===== config.mk =====
export PLATFORM = sky130hd
export DESIGN_NAME = ladder_boolean_rung_eval
export DESIGN_NICKNAME = d
export VERILOG_FILES = /design/src/rung_pkg.sv /design/src/word_fetch.sv /design/src/ladder_boolean_rung_eval.sv
export SDC_FILE = /design/constraint.sdc
export NUM_CORES = 1
export LEC_CHECK = 0
export BUFFER_PORTS_ARGS = -buffer_cell sky130_fd_sc_hd__buf_4
export CORE_MARGIN = 2
export CORE_UTILIZATION = 52
export DETAILED_ROUTE_END_ITERATION = 6
export GPL_ROUTABILITY_DRIVEN = 0
export PLACE_DENSITY_LB_ADDON = 0.08
export SETUP_SLACK_MARGIN = 0.1
export SYNTH_ARGS = -nofsm -noshare
export SYNTH_HDL_FRONTEND = slang
export SYNTH_SLANG_ARGS = --single-unit

===== constraint.sdc =====
create_clock -name clk -period 2.4 [get_ports clk]
set_input_delay 0.24 -clock clk [delete_from_list [all_inputs] [get_ports clk]]
set_output_delay 0.24 -clock clk [all_outputs]
set_load 0.01 [all_outputs]

===== src/rung_pkg.sv =====
/*
 * Opcodes, operand layout, stack depth and reset values for the boolean
 * rung evaluator. Assumes one 40 MHz clock and a program sequencer that
 * presents one instruction at a time and waits for instr_ready.
 */
// Notes on behaviour
// - or_word_bit ORs the rung result with the selected bit of the addressed word.
// - or_inverted_word_bit ORs the rung result with the complement of that bit.
// - the bit selector is BCD 0 to 15 picking one bit of a 16-bit word, direct or by pointer.
// - the series AND ANDs the rung result with the referenced image point.
// - the inverted series AND ANDs the rung result with the complement of the point.
// - and_word_bit and its inverted form AND the rung result with the bit or its complement.
// - branch_and_combine ANDs the two most recent branches, each opened by a store.
// - branch_or_combine ORs the two most recent branches, each opened by a store.
// - the coil writes the present rung result to the addressed image point.
// - with several coils on one location the last one executed decides the final value.
// - branch results are held in an eight-level boolean stack.
// - every store below eight levels pushes the contact state on top and shifts older entries down; on a full stack it pushes nothing.
// - a rung needing more than eight stack levels raises an error.
`default_nettype none
package rung_pkg;
    localparam int STACK_DEPTH = 8;
    localparam int DEPTH_W = 4;
    localparam int ADDR_W = 16;
    localparam int WORD_W = 16;
    localparam int BIT_SEL_W = 8;
    localparam logic [DEPTH_W-1:0] DEPTH_RESET = 4'h0;
    localparam logic [STACK_DEPTH-1:0] STACK_RESET = 8'h00;

    typedef enum logic [3:0] {
        OP_NOP,
        OP_STORE,
        OP_STORE_NOT,
        OP_OR,
        OP_OR_NOT,
        OP_AND,
        OP_AND_NOT,
        OP_STORE_WORD_BIT,
        OP_STORE_NOT_WORD_BIT,
        OP_OR_WORD_BIT,
        OP_OR_INV_WORD_BIT,
        OP_AND_WORD_BIT,
        OP_AND_INV_WORD_BIT,
        OP_BRANCH_AND,
        OP_BRANCH_OR,
        OP_COIL_OUT
    } opcode_t;
endpackage
`default_nettype wire


===== src/word_fetch.sv =====
/*
 * Resolves a word-bit operand: optional pointer indirection, then a word
 * read and BCD bit select. Assumes word memory answers one cycle after
 * a read request.
 */
`default_nettype none
module word_fetch
    import rung_pkg::*;
(
    input wire logic clk,
    input wire logic rst,
    input wire logic start,
    input wire logic use_pointer,
    input wire logic [ADDR_W-1:0] addr,
    input wire logic [BIT_SEL_W-1:0] bit_sel_bcd,
    output logic mem_rd,
    output logic [ADDR_W-1:0] mem_addr,
    input wire logic [WORD_W-1:0] mem_rdata,
    output logic done,
    output logic bit_val,
    output logic bad_sel
);
    typedef enum logic [1:0] {WF_IDLE, WF_PTR, WF_DATA} wf_state_t;
    typedef struct packed {
        wf_state_t st;
        logic done;
        logic bit_val;
        logic bad_sel;
        logic [BIT_SEL_W-1:0] sel;
    } wf_t;
    wf_t s_r, s_nxt;

    // bcd 0..15 to bit index; returns 5'h1F if not a legal selector
    function automatic logic [4:0] bcd_index(input logic [BIT_SEL_W-1:0] b);
        logic [4:0] v;
        v = 5'h1F;
        if (b[7:4] == 4'h0 && b[3:0] <= 4'h9)
            v = {1'b0, b[3:0]};
        else if (b[7:4] == 4'h1 && b[3:0] <= 4'h5)
            v = 5'(b[3:0] + 4'hA);
        return v;
    endfunction

    logic [4:0] idx;
    assign idx = bcd_index(s_r.sel);
    assign done = s_r.done;
    assign bit_val = s_r.bit_val;
    assign bad_sel = s_r.bad_sel;

    always_comb
    begin
        s_nxt = s_r;
        s_nxt.done = 1'b0;
        mem_rd = 1'b0;
        mem_addr = addr;
        case (s_r.st)
            WF_IDLE:
            begin
                if (start)
                begin
                    s_nxt.sel = bit_sel_bcd;
                    mem_rd = 1'b1;
                    s_nxt.st = use_pointer ? WF_PTR : WF_DATA;
                end
            end
            WF_PTR:
            begin
                // pointer word names the data word
                mem_rd = 1'b1;
                mem_addr = mem_rdata;
                s_nxt.st = WF_DATA;
            end
            WF_DATA:
            begin
                s_nxt.bad_sel = idx[4];
                s_nxt.bit_val = idx[4] ? 1'b0 : mem_rdata[idx[3:0]];
                s_nxt.done = 1'b1;
                s_nxt.st = WF_IDLE;
            end
            default: s_nxt.st = WF_IDLE;
        endcase
    end

    always_ff @(posedge clk or posedge rst)
    begin
        if (rst)
            s_r <= '{st: WF_IDLE, sel: 8'h00, default: 1'b0};
        else
            s_r <= s_nxt;
    end
endmodule
`default_nettype wire


===== src/ladder_boolean_rung_eval.sv =====
/*
 * Boolean rung evaluator: executes contact, branch and coil instructions
 * on an eight-level boolean stack, reading image points and word bits
 * and writing coil results. Assumes the sequencer holds an instruction
 * until instr_ready and pulses rung_start before each rung's first one.
 */
`default_nettype none
module ladder_boolean_rung_eval
    import rung_pkg::*;
(
    input wire logic clk,
    input wire logic rst,
    input wire logic rung_start,
    input wire logic instr_valid,
    output logic instr_ready,
    input wire logic [3:0] instr_op,
    input wire logic [ADDR_W-1:0] instr_addr,
    input wire logic [BIT_SEL_W-1:0] instr_bit_sel,
    input wire logic pointer_word_operand,
    output logic [ADDR_W-1:0] point_addr,
    input wire logic point_value,
    output logic coil_we,
    output logic [ADDR_W-1:0] coil_addr,
    output logic coil_value,
    output logic mem_rd,
    output logic [ADDR_W-1:0] mem_addr,
    input wire logic [WORD_W-1:0] mem_rdata,
    output logic rung_result,
    output logic [DEPTH_W-1:0] stack_level,
    output logic overflow_err,
    output logic underflow_err,
    output logic bit_sel_err
);
    typedef enum logic [1:0] {EV_IDLE, EV_FETCH, EV_WAIT} ev_state_t;
    typedef struct packed {
        ev_state_t st;
        opcode_t op;
        logic [STACK_DEPTH-1:0] stk;
        logic [DEPTH_W-1:0] depth;
        logic coil_we;
        logic [ADDR_W-1:0] coil_addr;
        logic coil_value;
        logic ovf;
        logic unf;
        logic bse;
    } ev_t;
    ev_t s_r, s_nxt;

    logic wf_start;
    logic wf_done;
    logic wf_bit;
    logic wf_bad;

    word_fetch word_fetch_inst (
        .clk(clk),
        .rst(rst),
        .start(wf_start),
        .use_pointer(pointer_word_operand),
        .addr(instr_addr),
        .bit_sel_bcd(instr_bit_sel),
        .mem_rd(mem_rd),
        .mem_addr(mem_addr),
        .mem_rdata(mem_rdata),
        .done(wf_done),
        .bit_val(wf_bit),
        .bad_sel(wf_bad)
    );

    function automatic logic is_word_op(input opcode_t o);
        return o inside {OP_STORE_WORD_BIT, OP_STORE_NOT_WORD_BIT, OP_OR_WORD_BIT,
                         OP_OR_INV_WORD_BIT, OP_AND_WORD_BIT, OP_AND_INV_WORD_BIT};
    endfunction

    // applies a contact to the stack; returns updated stack, depth, error flags
    function automatic logic [STACK_DEPTH+DEPTH_W+1:0] apply_op(
        input opcode_t o,
        input logic c,
        input logic [STACK_DEPTH-1:0] stk,
        input logic [DEPTH_W-1:0] d);
        logic [STACK_DEPTH-1:0] ns;
        logic [DEPTH_W-1:0] nd;
        logic ov;
        logic un;
        ns = stk;
        nd = d;
        ov = 1'b0;
        un = 1'b0;
        case (o)
            OP_STORE, OP_STORE_WORD_BIT, OP_STORE_NOT_WORD_BIT, OP_STORE_NOT:
            begin
                if (d == DEPTH_W'(STACK_DEPTH))
                    ov = 1'b1;
                else
                begin
                    ns = {stk[STACK_DEPTH-2:0], c};
                    nd = d + 4'h1;
                end
            end
            OP_OR, OP_OR_NOT, OP_OR_WORD_BIT, OP_OR_INV_WORD_BIT:
                if (d == DEPTH_RESET) un = 1'b1;
                else ns[0] = stk[0] | c;
            OP_AND, OP_AND_NOT, OP_AND_WORD_BIT, OP_AND_INV_WORD_BIT:
                if (d == DEPTH_RESET) un = 1'b1;
                else ns[0] = stk[0] & c;
            OP_BRANCH_AND, OP_BRANCH_OR:
            begin
                if (d < 4'h2)
                    un = 1'b1;
                else
                begin
                    ns = {1'b0, stk[STACK_DEPTH-1:1]};
                    ns[0] = (o == OP_BRANCH_AND) ? (stk[1] & stk[0]) : (stk[1] | stk[0]);
                    nd = d - 4'h1;
                end
            end
            default: ;
        endcase
        return {ns, nd, ov, un};
    endfunction

    logic inverted;
    logic contact;
    logic [STACK_DEPTH+DEPTH_W+1:0] res;
    opcode_t cur_op;

    assign cur_op = (s_r.st == EV_IDLE) ? opcode_t'(instr_op) : s_r.op;
    assign inverted = cur_op inside {OP_STORE_NOT, OP_OR_NOT, OP_AND_NOT, OP_STORE_NOT_WORD_BIT,
                                     OP_OR_INV_WORD_BIT, OP_AND_INV_WORD_BIT};
    assign contact = (is_word_op(cur_op) ? wf_bit : point_value) ^ inverted;
    assign res = apply_op(cur_op, contact, s_r.stk, s_r.depth);
    assign point_addr = instr_addr;
    assign instr_ready = (s_r.st == EV_IDLE && !is_word_op(opcode_t'(instr_op)))
                         || (s_r.st == EV_WAIT && wf_done);
    // no fetch may start in a cycle that rung_start overrides
    assign wf_start = s_r.st == EV_IDLE && instr_valid && !rung_start
                      && is_word_op(opcode_t'(instr_op));

    assign coil_we = s_r.coil_we;
    assign coil_addr = s_r.coil_addr;
    assign coil_value = s_r.coil_value;
    assign rung_result = s_r.stk[0];
    assign stack_level = s_r.depth;
    assign overflow_err = s_r.ovf;
    assign underflow_err = s_r.unf;
    assign bit_sel_err = s_r.bse;

    always_comb
    begin
        s_nxt = s_r;
        s_nxt.coil_we = 1'b0;
        if (rung_start)
        begin
            s_nxt.stk = STACK_RESET;
            s_nxt.depth = DEPTH_RESET;
            s_nxt.ovf = 1'b0;
            s_nxt.unf = 1'b0;
            s_nxt.bse = 1'b0;
            s_nxt.st = EV_IDLE;
        end
        else
        begin
            case (s_r.st)
                EV_IDLE:
                begin
                    if (instr_valid && wf_start)
                    begin
                        s_nxt.op = opcode_t'(instr_op);
                        s_nxt.st = EV_WAIT;
                    end
                    else if (instr_valid && cur_op == OP_COIL_OUT)
                    begin
                        // each coil writes in program order
                        s_nxt.coil_we = 1'b1;
                        s_nxt.coil_addr = instr_addr;
                        s_nxt.coil_value = s_r.stk[0];
                    end
                    else if (instr_valid)
                    begin
                        s_nxt.stk = res[STACK_DEPTH+DEPTH_W+1:DEPTH_W+2];
                        s_nxt.depth = res[DEPTH_W+1:2];
                        s_nxt.ovf = s_r.ovf | res[1];
                        s_nxt.unf = s_r.unf | res[0];
                    end
                end
                EV_WAIT:
                begin
                    if (wf_done)
                    begin
                        s_nxt.stk = res[STACK_DEPTH+DEPTH_W+1:DEPTH_W+2];
                        s_nxt.depth = res[DEPTH_W+1:2];
                        s_nxt.ovf = s_r.ovf | res[1];
                        s_nxt.unf = s_r.unf | res[0];
                        s_nxt.bse = s_r.bse | wf_bad;
                        s_nxt.st = EV_IDLE;
                    end
                end
                default: s_nxt.st = EV_IDLE;
            endcase
        end
    end

    always_ff @(posedge clk or posedge rst)
    begin
        if (rst)
            s_r <= '{st: EV_IDLE, op: OP_NOP, stk: STACK_RESET, depth: DEPTH_RESET,
                     coil_addr: 16'h0000, default: 1'b0};
        else
            s_r <= s_nxt;
    end
endmodule
`default_nettype wire


; Yosys cells after proc, flatten, opt, wreduce, memory -nomap -nowiden
; Index checks and enable logic that the tools add are counted.
[totals]
out_inout_bits = 60
inputBits = 50
elab_cells = 145
regBits = 52
[op_classes]
bitwise_logic = 10
magnitude_cmp = 4
reduce_logical = 33
n_eq_ne = 32
n_addsub = 3
muxes = 48
[op_table]
columns = op, count
row1 = $eq A4 B4 Y1 const B, 14
row2 = $mux W18, 3
row3 = $mux W12, 4
row4 = $mux W32, 1
row5 = $pmux W12 S2, 1
row6 = $eq A4 B3 Y1 const B, 5
row7 = $reduce_bool A6 Y1, 3
row8 = $mux W16, 1
row9 = $mux W8, 2
row10 = $pmux W7 S2, 1
row11 = $mux W1, 12
row12 = $mux W2, 6
row13 = $mux W4, 3
row14 = $pmux W2 S2, 3
row15 = $reduce_or A4 Y1, 3
row16 = $mux W5, 2
row17 = $logic_and A1 B1 Y1, 9
row18 = $mux W3, 3
row19 = $ne A3 B3 Y1 const B, 3
row20 = $eq A4 B1 Y1 const B, 2
row21 = $eq A4 B2 Y1 const B, 2
row22 = $logic_not A4 Y1, 2
row23 = $pmux W4 S2, 1
row24 = $reduce_or A8 Y1, 1
row25 = other kinds (29), 43

; Longest topological paths before layout
[logic_depth]
depth_word = 14
depth_mapped = 9
depth_no_buf = 8

; Hierarchy
; Synthesis repeated with hierarchy kept, for this count alone.
[unflattened]
cells_unflattened = 350
area_unflattened_um2 = 3604.7
[modules_own_cells]
columns = module, instances, cells_each, area_each_um2, seq_area_each_um2
row1 = ladder_boolean_rung_eval, 1, 245, 2524.9, 950.9
row2 = word_fetch, 1, 105, 1079.8, 325.3

; Worst setup path after synthesis
; Ideal clock, no wire load.
[synth_path]
kind = reg-to-reg
from = register word_fetch_inst.s_r[1] in the netlist's numbering
to = register word_fetch_inst.s_r, in the netlist word_fetch_inst.bit_val
path_buffers = 1
t_required_ps = 2270
period_less_slack_ps = 2001
setup_slack_ps = 399
t_arrival_ps = 1871
setup_ps = 130
path_stages_with_launch = 9
cell_sequence = dfrtp_1 -> ha_1 -> nor4b_1 -> or3_1 -> clkbuf_1 -> mux2i_1 -> mux2i_1 -> o211ai_1 -> nand3_1
[synth_between]
elab_chain_cells = 7
word_cells_on_any_way = 10
classes_between = add/sub: 1 / order compare: 2 / mux: 5 / reduce/logical: 2
[synth_rtl]
columns = item, line
row1 = "start, declared", word_fetch.sv:31  ; wf_t s_r, s_nxt;
row2 = "start signal, assigned", word_fetch.sv:89  ; s_r <= s_nxt;
row3 = $le A4 B3 Y1, word_fetch.sv:39  ; else if (b[7:4] == 4'h1 && b[3:0] <= 4'h5)
row4 = $logic_and A1 B1 Y1, word_fetch.sv:39
row5 = $mux W5, word_fetch.sv:39
row6 = $mux W5 (*), word_fetch.sv:37  ; if (b[7:4] == 4'h0 && b[3:0] <= 4'h9)
row7 = $bmux W1 S4, word_fetch.sv:76  ; s_nxt.bit_val = idx[4] ? 1'b0 : mem_rdata[idx[3:0]];
row8 = $mux W1 (not written as such), word_fetch.sv:76
row9 = $mux W1 (*), word_fetch.sv:76
; Mark *: on every way between the ends. The rest lies on a longest branch, timed or not. The select of a mux whose other input is x is not followed.
; A chain may end at the register's enable or synchronous reset.

; Final worst setup path
[layout_path]
from = register s_r[38] in the netlist's numbering
to = output mem_rd
[layout_between]
elab_chain_cells = 6
[layout_rtl]
columns = item, line
row1 = "start, declared", ladder_boolean_rung_eval.sv:47  ; ev_t s_r, s_nxt;
row2 = "start signal, assigned", ladder_boolean_rung_eval.sv:205  ; s_r <= '{st: EV_IDLE, op: OP_NOP, stk: STACK_RESET, depth: DEPTH_RESET,
row3 = "start signal, assigned", ladder_boolean_rung_eval.sv:208  ; s_r <= s_nxt;
row4 = $logic_not A2 Y1, ladder_boolean_rung_eval.sv:135  ; assign wf_start = s_r.st == EV_IDLE && instr_valid && !rung_start
row5 = $logic_and A1 B1 Y1 (2 in a row), ladder_boolean_rung_eval.sv:135
row6 = $logic_and A1 B1 Y1, ladder_boolean_rung_eval.sv:136  ; && is_word_op(opcode_t'(instr_op));
row7 = $mux W1, word_fetch.sv:59  ; if (start)
row8 = $pmux W1 S2, word_fetch.sv:56  ; case (s_r.st)
row9 = "end, declared", ladder_boolean_rung_eval.sv:25  ; output logic mem_rd,
; No other way between the ends.

==> flow_metrics.env <==
export IMPL_hold_buffers=0
export IMPL_antenna_found_initial=0
export IMPL_met3_usage_pct=4.929
export IMPL_syn_inst=382
export IMPL_outcome="complete, no violations"
export IMPL_cts_buffers=5
export IMPL_async_flop_share_pct=100.0
export IMPL_path_cells="buf_4, nand2b_2, nor2_1, nand2_1, buf_4, o21ai_0, buf_4"
export IMPL_crit_path_frequent_cell="buf_4"
export IMPL_ys_types=74
export IMPL_finalWirelength_um=8576
export IMPL_max_clock_freq_mhz=466.4
export IMPL_grt_pass1_vias=3091
export IMPL_skew_ps=6.192
export IMPL_rows=30
export IMPL_finalCritPeriodShare_pct=89.34
export IMPL_rsz0062_at_grt="false"
export IMPL_hold_slack_ps=110.5
export IMPL_grt_start_max_net_pins=52
export IMPL_critPathCaptureType="output pin"
export IMPL_die_height_um=87.02
export IMPL_path_clk_slew_ps=90
export IMPL_ir_worst_vdd_uv=314.9
export IMPL_synth_top_cells_by_area="dfrtp_1, buf_4, mux2_2, nand2_1, mux2i_1"
export IMPL_vias=3118
export IMPL_start_kind="flip-flop"
export IMPL_setup_slack_ps=255.9
export IMPL_grt_pass1_wl_um=13900
export IMPL_drive_gt1_share_pct=38.74
export IMPL_arrival_ps=1900
export IMPL_worstSetupStartpoint="s_r[38]$_DFFE_PP0P_"
export IMPL_tritoncts="yes"
export IMPL_place_ws_ps=276.7
export IMPL_yosys_area_top_type="dfrtp_1"
export IMPL_root_buffer="clkbuf_8"
export IMPL_met1_usage_pct=27.96
export IMPL_vias_per_cell=5.753
export IMPL_fp_coreArea_um2=6719
export IMPL_area_delta_synth_final_pct=22.28
export IMPL_insertion_delay_ps=300
export IMPL_ys_ff_latch=51
export IMPL_num_nets_final=516
export IMPL_post_route_util_pct=65.21
export IMPL_synthFlopType="dfrtp_1"
export IMPL_synth_edf_count=0
export IMPL_post_cts_resized=0
export IMPL_netlist_area_um2=3583
export IMPL_clock_sinks=51
export IMPL_cts_setup_buffers=0
export IMPL_die_area_um2=7572
export IMPL_grt_usage_pct=22.86
export IMPL_drt_iter0_markers=146
export IMPL_hp_class="in2async"
export IMPL_htreeDepth=2
export IMPL_max_slew_margin_rel_pct=48.28
export IMPL_drc_errors=0
export IMPL_ys_warn_count=0
export IMPL_drv_slew=0
export IMPL_diodes=0
export IMPL_cts_buffer_depth=2
export IMPL_ant_nets=0
export IMPL_r2r_cells=8
export IMPL_drt_wirelength_per_cell_um=15.82
export IMPL_io_pins=110
export IMPL_cpMaxStageDelayCell="dfrtp_2"
export IMPL_syn_num_nets=436
export IMPL_yosysTopAreaCellShare_pct=35.61
export IMPL_tightest_slew_ps=775.8
export IMPL_dpl_cell_count=535
export IMPL_drt_first_pass_iters=4
export IMPL_crit_required_ps=2160
export IMPL_final_cells=542
export IMPL_hpwl_um=6497
export IMPL_powerDensity_nw_per_um2=640.7
export IMPL_reg2reg_from="stack_level[0]$_DFFE_PP0P_"
export IMPL_worstPathMaxFanout=9
export IMPL_cpPeakStageDelay_ps=480
export IMPL_hold_viol=0
export IMPL_grt_busiest_layer="met2"
export IMPL_use_met2_pct=40.80
export IMPL_min_period_ps=2144
export IMPL_synth_seq_area_share_pct=35.61
export IMPL_setup_violations_final=0
export IMPL_syn_area_per_cell_um2=9.381
export IMPL_critPathKind="reg2out"
export IMPL_cellLeakagePower_nw=2.091
export IMPL_numPortBuffers=109
export IMPL_die_x_um=87.02
export IMPL_initial_utilization_pct=53.33
export IMPL_tns_ps=0
export IMPL_grt_overflow_total=0
export IMPL_drv_cap=0
[cells by family after synthesis]
group / synth area share [%]
DFF: 35.61
AOI/OAI and AO/OA: 18.96
and+or+nand+nor: 18.47
muxes: 14.18
buffers and inverters: 10.89
adders and majority gates: 1.397
xor gates and xnor gates: 0.4889
[per-stage QoR]
stage          power [mW]  cell area [µm²]
2_1_floorplan       1.997             3583
5_1_grt             2.990             4382
3_3_place_gp        2.290             4282
4_1_cts             2.820             4369
3_5_place_dp        2.317             4282
6_report            2.807             4382
[power by group]
group	switching, mW	internal [mW]	leakage, nW
logic	0.552	0.582	1.39
registers	0.158	1.02	0.657
clock network	0.273	0.227	0.0470
[state kept, by name, indices dropped and copies added, names as in the netlist]
name / count
coil_we: 1
word_fetch_inst.s_r: 10
word_fetch_inst.done: 1
rung_result: 1
word_fetch_inst.bad_sel: 1
bit_sel_err: 1
underflow_err: 1
overflow_err: 1
coil_value: 1
s_r: 12
coil_addr: 16
word_fetch_inst.bit_val: 1
stack_level: 4
[critical path: cells and delay by family (launching register included)]
kind / cells / cell delay [ps]
simple gates: 3 / 450
buf+inv: 3 / 510
flops: 1 / 480
compound gates: 1 / 160
[cell usage in the layout, fill, tap and decap left out, types with 3 or more instances in the layout]
| cell type | netlist | final |
|---|---|---|
| mux2i_1 | 9 | 9 |
| nor2b_1 | 6 | 6 |
| a21o_1 | 3 | 3 |
| nand3_1 | 9 | 9 |
| nor2_1 | 12 | 12 |
| inv_1 | 8 | 7 |
| o21a_1 | 3 | 3 |
| o21ai_1 | 4 | 4 |
| o21bai_1 | 6 | 6 |
| a31oi_1 | 5 | 5 |
| nor3b_1 | 3 | 3 |
| o2bb2ai_1 | 5 | 5 |
| a22o_1 | 4 | 4 |
| ha_1 | 4 | 4 |
| mux2_2 | 23 | 23 |
| buf_4 | 38 | 125 |
| a21oi_1 | 11 | 11 |
| and2_1 | 3 | 3 |
| dfrtp_1 | 51 | 50 |
| a211oi_1 | 8 | 8 |
| o211ai_1 | 3 | 3 |
| and3_1 | 3 | 3 |
| o21ai_0 | 10 | 10 |
| nand2_1 | 62 | 62 |
| clkbuf_8 | 0 | 6 |
| nor3_1 | 7 | 7 |
| nand2b_1 | 3 | 3 |
| mux2_1 | 7 | 7 |
| a22oi_1 | 5 | 5 |
[final timing paths]
path / end / slack [ps]
min in group clk: word_fetch_inst.s_r[12]$_DFFE_PP0P_ / 120
worst max-delay path: mem_rd / 260
worst min register to register: word_fetch_inst.s_r[6]$_DFFE_PP0P_ / 500
worst min-delay path: coil_addr[13]$_DFFE_PP0P_ / 110
worst max register to register: rung_result$_DFFE_PP0P_ / 260
max in group asynchronous: s_r[38]$_DFFE_PP0P_ / 1820
[routing by layer]
layer,vias to the layer above,share of wire (%)
met4,0,0.78
met5,-,0
met3,7,6.6
li1,1507,-
met1,1495,41
met2,109,52
[layout make-up]
| class | count | area [µm²] |
|---|---|---|
| fillers | 584 | 2337 |
| multi-input cells | 270 | 1928 |
| flip-flops and latches | 51 | 1277 |
| repair buffers | 126 | 958.4 |
| well taps | 80 | 100.1 |
| clock buffers | 6 | 82.58 |
| inverters | 8 | 30.03 |
| clock inverters | 1 | 5.005 |
[cell usage after synthesis (2+ instances only)]
cell type and number:
a211oi_1 8, a21o_1 3, a21oi_1 11, a22o_1 4, a22oi_1 5, a31oi_1 5
and2_1 3, and3_1 3, buf_2 2, buf_4 38, buf_6 2, clkbuf_1 9
dfrtp_1 51, ha_1 4, inv_1 8, mux2_1 7, mux2_2 23, mux2_4 2
mux2i_1 9, mux2i_2 2, nand2_1 62, nand2b_1 3, nand3_1 9, nand3b_1 2
nand4_1 2, nor2_1 12, nor2_2 3, nor2b_1 6, nor3_1 7, nor3_4 2
nor3b_1 3, nor4_1 2, o211ai_1 3, o21a_1 3, o21ai_0 10, o21ai_1 4
o21bai_1 6, o2bb2ai_1 5, o311a_1 2, or3_1 2, xnor2_1 2
(Power assumes the default switching activity.)
